==> config.mk <==
export PLATFORM = sky130hd
export DESIGN_NAME = mnx_exec
export DESIGN_NICKNAME = d
export VERILOG_FILES = /design/src/mnx_pkg.sv /design/src/mnx_exec.sv
export SDC_FILE = /design/constraint.sdc
export NUM_CORES = 1
export LEC_CHECK = 0
export BUFFER_PORTS_ARGS = -buffer_cell sky130_fd_sc_hd__buf_2
export CAP_MARGIN = 15
export CORE_MARGIN = 5
export CORE_UTILIZATION = 55
export CTS_BUF_LIST = sky130_fd_sc_hd__clkbuf_8
export DETAILED_ROUTE_END_ITERATION = 7
export GPL_TIMING_DRIVEN = 0
export PLACE_DENSITY = 0.78
export SETUP_SLACK_MARGIN = 0.5
export SLEW_MARGIN = 20
export SYNTH_ARGS = -nofsm -noshare
export SYNTH_HDL_FRONTEND = slang
export SYNTH_SLANG_ARGS = --single-unit
==> constraint.sdc <==
create_clock -name I_CLK_SYS -period 9.6 [get_ports I_CLK_SYS]
set_input_delay 0.96 -clock I_CLK_SYS [delete_from_list [all_inputs] [get_ports I_CLK_SYS]]
set_output_delay 0.96 -clock I_CLK_SYS [all_outputs]
set_load 0.05 [all_outputs]
==> src/mnx_pkg.sv <==
// package for the multiply/negate/nop execute block
package mnx_pkg;
    localparam logic [6:0] OPC_MUL = 7'h01;
    localparam logic [6:0] OPC_NEG = 7'h36;
    localparam logic [3:0] OPC_NOP_HI = 4'hf;
    localparam logic [15:0] NOP_WORD = 16'h0000;
    localparam logic [7:0] ILO_LIMIT = 8'h5f;
    localparam logic [7:0] BYTE_RST = 8'h00;
    localparam logic [4:0] FLAG_RST = 5'h00;
    localparam int FLAG_C = 0;
    localparam int FLAG_DIGIT_CARRY = 1;
    localparam int FLAG_Z = 2;
    localparam int FLAG_OVERFLOW = 3;
    localparam int FLAG_N = 4;

    typedef enum logic [1:0] {
        MNX_OP_NONE,
        MNX_OP_MUL,
        MNX_OP_NEG
    } mnx_op_t;

    typedef enum logic [1:0] {
        MNX_BANK_ACCESS,
        MNX_BANK_GENERAL,
        MNX_BANK_INDEXED
    } mnx_bank_t;

    typedef struct packed {
        logic we;
        mnx_bank_t bank;
        logic [7:0] bank_sel;
        logic [7:0] addr;
        logic [7:0] data;
    } mnx_fwr_t;
endpackage
==> src/mnx_exec.sv <==
// decode and execute of file multiply, file negate and no-operation
// Functional notes
// - multiply word: top seven bits 0000001, then access bit, 8-bit address
// - multiply forms unsigned product of accumulator and file operand
// - product high byte and low byte registers take the 16-bit product
// - multiply leaves accumulator and file register untouched
// - multiply changes no status flag, even on zero product
// - access bit 0 selects access bank, 1 uses bank select register
// - extended set, access bit 0, address up to 95: indexed literal offset
// - negate word: top seven bits 0110110; result is inverted operand plus one
// - negate writes back, updates negative, overflow, carry, digit carry, zero
module mnx_exec (
    input wire logic I_CLK_SYS,
    input wire logic I_RST_B,
    input wire logic I_CE,
    input wire logic I_INSTR_VALID,
    input wire logic [15:0] I_INSTR,
    input wire logic I_EXT_SET_EN,
    input wire logic [7:0] I_BANK_SELECT_REGISTER,
    input wire logic [7:0] I_ACC,
    input wire logic [7:0] I_FILE_RDATA,
    input wire logic [4:0] I_STATUS,
    output logic [7:0] O_FILE_ADDR,
    output mnx_pkg::mnx_bank_t O_FILE_BANK,
    output logic [7:0] O_FILE_BANK_SEL,
    output mnx_pkg::mnx_fwr_t O_FILE_WR,
    output logic [7:0] O_PRODUCT_HIGH_BYTE,
    output logic [7:0] O_PRODUCT_LOW_BYTE,
    output logic O_PROD_WE,
    output logic [4:0] O_STATUS,
    output logic O_STATUS_WE,
    output logic O_DONE,
    output logic O_NOP,
    output logic O_ILLEGAL
);
    import mnx_pkg::*;

    typedef enum logic [1:0] {
        MNX_ST_DECODE,
        MNX_ST_READ,
        MNX_ST_PROCESS,
        MNX_ST_WRITE
    } mnx_phase_t;

    ////////////////////////////////////////////////////////////////////////
    // decode helpers
    function automatic mnx_op_t decode_op(input logic [15:0] w);
        if (w[15:9] == OPC_MUL) begin
            decode_op = MNX_OP_MUL;
        end else if (w[15:9] == OPC_NEG) begin
            decode_op = MNX_OP_NEG;
        end else begin
            decode_op = MNX_OP_NONE;
        end
    endfunction

    function automatic logic is_nop(input logic [15:0] w);
        is_nop = (w == NOP_WORD) || (w[15:12] == OPC_NOP_HI);
    endfunction

    function automatic mnx_bank_t pick_bank(input logic a, input logic ext, input logic [7:0] f);
        if (a) begin
            pick_bank = MNX_BANK_GENERAL;
        end else if (ext && (f <= ILO_LIMIT)) begin
            pick_bank = MNX_BANK_INDEXED;
        end else begin
            pick_bank = MNX_BANK_ACCESS;
        end
    endfunction

    ////////////////////////////////////////////////////////////////////////
    // state
    mnx_phase_t phase_reg, phase_next;
    mnx_op_t op_reg, op_next;
    logic [7:0] addr_reg, addr_next;
    mnx_bank_t bank_reg, bank_next;
    logic [7:0] bsel_reg, bsel_next;
    logic [7:0] opnd_reg, opnd_next;
    logic [7:0] acc_reg, acc_next;
    logic [15:0] prod_reg, prod_next;
    logic [7:0] neg_reg, neg_next;
    logic [4:0] flags_reg, flags_next;
    logic [7:0] ph_reg, ph_next;
    logic [7:0] pl_reg, pl_next;
    logic pwe_reg, pwe_next;
    mnx_fwr_t fwr_reg, fwr_next;
    logic [4:0] st_reg, st_next;
    logic swe_reg, swe_next;
    logic done_reg, done_next;
    logic nop_reg, nop_next;
    logic ill_reg, ill_next;
    logic [8:0] neg_sum;
    logic [4:0] neg_lo;

    always_comb begin
        phase_next = phase_reg;
        op_next = op_reg;
        addr_next = addr_reg;
        bank_next = bank_reg;
        bsel_next = bsel_reg;
        opnd_next = opnd_reg;
        acc_next = acc_reg;
        prod_next = prod_reg;
        neg_next = neg_reg;
        flags_next = flags_reg;
        ph_next = ph_reg;
        pl_next = pl_reg;
        pwe_next = 1'b0;
        fwr_next = fwr_reg;
        fwr_next.we = 1'b0;
        st_next = st_reg;
        swe_next = 1'b0;
        done_next = 1'b0;
        nop_next = 1'b0;
        ill_next = 1'b0;
        neg_sum = {1'b0, ~opnd_reg} + 9'h001;
        neg_lo = {1'b0, ~opnd_reg[3:0]} + 5'h01;
        unique case (phase_reg)
            MNX_ST_DECODE: begin
                if (I_INSTR_VALID) begin
                    op_next = decode_op(I_INSTR);
                    addr_next = I_INSTR[7:0];
                    bank_next = pick_bank(I_INSTR[8], I_EXT_SET_EN, I_INSTR[7:0]);
                    bsel_next = I_BANK_SELECT_REGISTER;
                    ill_next = (decode_op(I_INSTR) == MNX_OP_NONE) && !is_nop(I_INSTR);
                    phase_next = MNX_ST_READ;
                end
            end
            MNX_ST_READ: begin
                opnd_next = I_FILE_RDATA;
                acc_next = I_ACC;
                flags_next = I_STATUS;
                phase_next = MNX_ST_PROCESS;
            end
            MNX_ST_PROCESS: begin
                prod_next = 16'(acc_reg) * 16'(opnd_reg);
                neg_next = neg_sum[7:0];
                flags_next[FLAG_C] = neg_sum[8];
                flags_next[FLAG_DIGIT_CARRY] = neg_lo[4];
                flags_next[FLAG_Z] = (neg_sum[7:0] == BYTE_RST);
                flags_next[FLAG_OVERFLOW] = (opnd_reg == 8'h80);
                flags_next[FLAG_N] = neg_sum[7];
                phase_next = MNX_ST_WRITE;
            end
            MNX_ST_WRITE: begin
                done_next = 1'b1;
                nop_next = (op_reg == MNX_OP_NONE);
                if (op_reg == MNX_OP_MUL) begin
                    ph_next = prod_reg[15:8];
                    pl_next = prod_reg[7:0];
                    pwe_next = 1'b1;
                end else if (op_reg == MNX_OP_NEG) begin
                    fwr_next = '{we: 1'b1, bank: bank_reg, bank_sel: bsel_reg, addr: addr_reg, data: neg_reg};
                    st_next = flags_reg;
                    swe_next = 1'b1;
                end
                phase_next = MNX_ST_DECODE;
            end
        endcase
    end

    always_ff @(posedge I_CLK_SYS or negedge I_RST_B) begin
        if (!I_RST_B) begin
            phase_reg <= MNX_ST_DECODE;
            op_reg <= MNX_OP_NONE;
            addr_reg <= BYTE_RST;
            bank_reg <= MNX_BANK_ACCESS;
            bsel_reg <= BYTE_RST;
            opnd_reg <= BYTE_RST;
            acc_reg <= BYTE_RST;
            prod_reg <= 16'h0000;
            neg_reg <= BYTE_RST;
            flags_reg <= FLAG_RST;
            ph_reg <= BYTE_RST;
            pl_reg <= BYTE_RST;
            pwe_reg <= 1'b0;
            fwr_reg <= '{we: 1'b0, bank: MNX_BANK_ACCESS, bank_sel: BYTE_RST, addr: BYTE_RST, data: BYTE_RST};
            st_reg <= FLAG_RST;
            swe_reg <= 1'b0;
            done_reg <= 1'b0;
            nop_reg <= 1'b0;
            ill_reg <= 1'b0;
        end else if (I_CE) begin
            phase_reg <= phase_next;
            op_reg <= op_next;
            addr_reg <= addr_next;
            bank_reg <= bank_next;
            bsel_reg <= bsel_next;
            opnd_reg <= opnd_next;
            acc_reg <= acc_next;
            prod_reg <= prod_next;
            neg_reg <= neg_next;
            flags_reg <= flags_next;
            ph_reg <= ph_next;
            pl_reg <= pl_next;
            pwe_reg <= pwe_next;
            fwr_reg <= fwr_next;
            st_reg <= st_next;
            swe_reg <= swe_next;
            done_reg <= done_next;
            nop_reg <= nop_next;
            ill_reg <= ill_next;
        end
    end

    assign O_FILE_ADDR = addr_reg;
    assign O_FILE_BANK = bank_reg;
    assign O_FILE_BANK_SEL = bsel_reg;
    assign O_FILE_WR = fwr_reg;
    assign O_PRODUCT_HIGH_BYTE = ph_reg;
    assign O_PRODUCT_LOW_BYTE = pl_reg;
    assign O_PROD_WE = pwe_reg;
    assign O_STATUS = st_reg;
    assign O_STATUS_WE = swe_reg;
    assign O_DONE = done_reg;
    assign O_NOP = nop_reg;
    assign O_ILLEGAL = ill_reg;
endmodule

==> results.md <==
- 0 antenna diodes ended up in the layout.
- In the synthesized netlist, the cells that appear most often are 119 x dfrtp_1, 81 x mux2_2, 71 x inv_1.
- The half-perimeter wire length after placement is 11,340 um.
- The worst path in the final design needs a cycle of 4.645 ns, including I/O delays and setup.
- The overall die area is 14,880 um^2.
- CTS saw 119 sinks.
- Of the total synthesized cell area, the portion taken by XOR and XNOR cells is 0.02032.
- A synthesized cell averages 11.42 um^2.
- At the later pin of the worst-skew pair, clock insertion delay measures 0.45 ns.
- The reg2reg setup slack is 4.95 ns.
- The largest net degree at the start of global routing is 86.
- The layout has 973 filler cells.
- The initial cell density of the core is 0.5532.
- For this run, asynchronously set or reset flops after synthesis account for 1.000.
- The detailed router placed 4,948 vias in this run.
- The category of the critical setup timing path is reg2reg.
- The number of synthesized flops with an enable pin is 0.
- After detailed routing, the average wire length per cell comes to 15.84 um.
- The longest clock path from root to sink contains 2 buffers.
- Headroom to the max-slew limit came out at 0.6470.
- In this run, CTS created clock tree buffers numbering 17.
- By instance count, the leading cell after synthesis is dfrtp_1.
- Setup violations remaining at the end of the flow were counted as 0.
- The area fraction in compound gates after synthesis came to 0.07039.
- The total detailed-routing wirelength is 14,700 um.
- The number of flip-flops under the largest register name is 27.
- The data arrival at the endpoint of the critical path is 4.96 ns.
- The count of distinct cell types in the synthesized netlist is 48.
- Clock-pin slew was measured on the worst setup and hold paths at 0.07 ns.
- The share of the yosys chip area belonging to registers is 0.4318.
- Max-cap violations in this run came to 0.
- The share of Yosys cell area claimed by the top area cell type is 0.4318.
- The area growth from synthesis to layout is 17.33%.
- The endpoint class of the critical path is a register.
- The number of global-route vias before repair is 5,078.
- The floorplan step set the die height to 122.0 um.
- Of the total synthesized cell area, the portion taken by full adders, half adders and majority gates is 0.1789.
- The number of antenna violations at the first check in global routing is 0.
- The flow ran to the end, and the final reports show no timing, DRC or antenna violations.
- Port buffering added 119 buffers.
- The count of yosys warnings during synthesis is 0.
- The leftover overflow at the end of global routing is 0.
- After synthesis the cells add up to 6897 um^2.
- The number of DRC markers after the initial detailed-route iteration is 347.
- The total number of nets in the final design is 870.
- In this run the worst path has a maximum fanout of 10.
- The post-cts resize count is 0.
- The final total negative setup slack is 0 ns.
- When the netlist entered floorplanning its net count stood at 731.
- In the synthesized netlist, the number of instances is 604.
- The fraction of final layout cells sized beyond drive strength 1 is 0.3320.
- Routability-driven placement finished with a final weighted congestion of 0.8521.
- Measured against the total synthesized area, the mux share comes to 0.1419.
- In this run the cell area measured after placement is 7741 um^2.
- The number of hold violations in the final report is 0.
- The core region area is 12,470 um^2.
- The buffers inserted during post-CTS setup optimization is 0.
- The transition time of the tightest slew-check pin is 0.5295 ns.
- The top cell type by total area after synthesis is dfrtp_1.
- In the routed layout, each cell is associated on average with a via count of 5.332.
- The first global-routing pass estimated 24,470 um of wire.
- Buffers inserted to repair hold after CTS numbered 0.
- Of the total synthesized cell area, the portion taken by AND, OR, NAND and NOR gates is 0.1009.
- The floorplan has 41 rows.
- On the final layout, the worst clock skew is 0.01035 ns.
- Across every metal layer, demand over resource in global routing totals 0.2102.
- The first detailed-routing pass took 4 iterations.
- The number of antenna-violating nets in the routed design is 0.
- TritonCTS built the clock tree.
- In the finished design, the share of the clock period the worst path needs comes to 0.4839.
- The number of slew-limit violations in the final report is 0.
- The residual DRC count is 0.
- STA classifies the critical path startpoint as a register.
- Setup repair after global routing left no endpoint under its margin.
- The root buffer cell chosen for the clock tree is clkbuf_8.
- The die extent in x is 122.0 um.
- The post-route standard cell area excluding fillers is 8092 um^2.
- The maximum level of the CTS H-tree is 4.
- The min-delay analysis places its worst path in the category in2async.
- The count of pins on the block boundary is 121.
- The main combinational cell family by area after synthesis is adder cells.
- The most used flip-flop cell after synthesis is dfrtp_1.
- Sorting the synthesized cells by area gives the leading types as dfrtp_1 43%, mux2_2 13%, fa_1 10%, ha_1 7.4%, and2_1 4.3%.
- The required time at the endpoint of the critical path is 9.92 ns.
- The upper clock frequency limit is 215.3 MHz.
- The count of state elements after synthesis is 119.
## kinds of logic after synthesis
| kind of cell | Yosys count |
|---|---|
| AO/OA/AOI/OAI | 75 |
| XOR/XNOR | 16 |
| adder cells (fa/ha/maj) | 77 |
| buffers and inverters | 95 |
| flip-flops | 119 |
| multiplexers | 87 |
| AND/OR/NAND/NOR | 135 |
## worst max-delay path: stages (launching register included)
cell and delay (ns):
dfrtp_1 0.43, clkbuf_1 0.42, and2_1 0.22, fa_1 0.44
fa_1 0.52, fa_1 0.54, inv_1 0.05, fa_1 0.54
inv_1 0.04, ha_1 0.34, a21oi_1 0.22, o211ai_1 0.19
a31oi_1 0.25, xor2_1 0.21, o21ai_1 0.09
## cell type report
type / instances / area, um^2 / share of cell area
multi-input cells: 390 / 3533 / 0.4367
flip-flops and latches: 119 / 2978 / 0.3680
repair buffers: 120 / 629.4 / 0.07778
inverters: 72 / 270.3 / 0.03340
clock buffers: 17 / 234.0 / 0.02892
well taps: 172 / 215.2 / 0.02660
clock inverters: 15 / 116.4 / 0.01438
plain buffers: 23 / 115.1 / 0.01423
## metrics by stage
stage	utilization	setup WS [ns]	hold slack, ns	std cells
floorplan	-	5.481	0.4460	604
global placement	0.6183	5.083	0.4645	895
detailed placement	0.6210	4.975	0.4705	896
CTS	0.6491	4.933	0.3889	928
global route	0.6491	4.667	0.4048	928
finish	0.6491	4.955	0.3966	928
## layout by cell type, fill, tap and decap left out, types with 2 or more instances in the layout
cell type and count:
a21o_1 6, a21oi_1 12, a21oi_2 2, a2bb2oi_1 3, a31oi_1 6, and2_1 47
buf_2 129, buf_4 2, buf_6 2, clkbuf_1 9, clkbuf_8 17, clkinv_2 4
clkinvlp_4 5, dfrtp_1 119, fa_1 36, ha_1 41, inv_1 74, mux2_1 5
mux2_2 81, nand2_1 55, nand2b_1 3, nand3_1 6, nand4b_1 2, nor2_1 11
nor3_1 2, nor4_1 4, o211ai_1 3, o21ai_0 26, o21ai_1 2, o32ai_1 3
xnor2_1 2, xor2_1 14
## final timing paths
path / from / to / depth (start not counted)
setup reg to reg: opnd_reg[5] / prod_reg[12] / 14
setup / recovery: opnd_reg[5] / prod_reg[12] / 14
min in group I_CLK_SYS: neg_reg[3] / neg_reg[3] / 2
hold / removal: I_RST_B / O_PRODUCT_LOW_BYTE[0] / 1
hold reg to reg: neg_reg[3] / neg_reg[3] / 2
max in group asynchronous: I_RST_B / opnd_reg[7] / 2
## layer usage
| layer | global-route usage | share of wire | routed length, um |
|---|---|---|---|
| met1 | 0.2651 | 0.42 | 6121 |
| met2 | 0.3463 | 0.50 | 7288 |
| met3 | 0.05385 | 0.063 | 930 |
| met4 | 0.08754 | 0.025 | 361 |
| met5 | 0 | 0 | 0 |
Power is left out: the tool's default activity adds up to more than one toggle a clock period on the data nets, which glitch-free logic cannot reach.
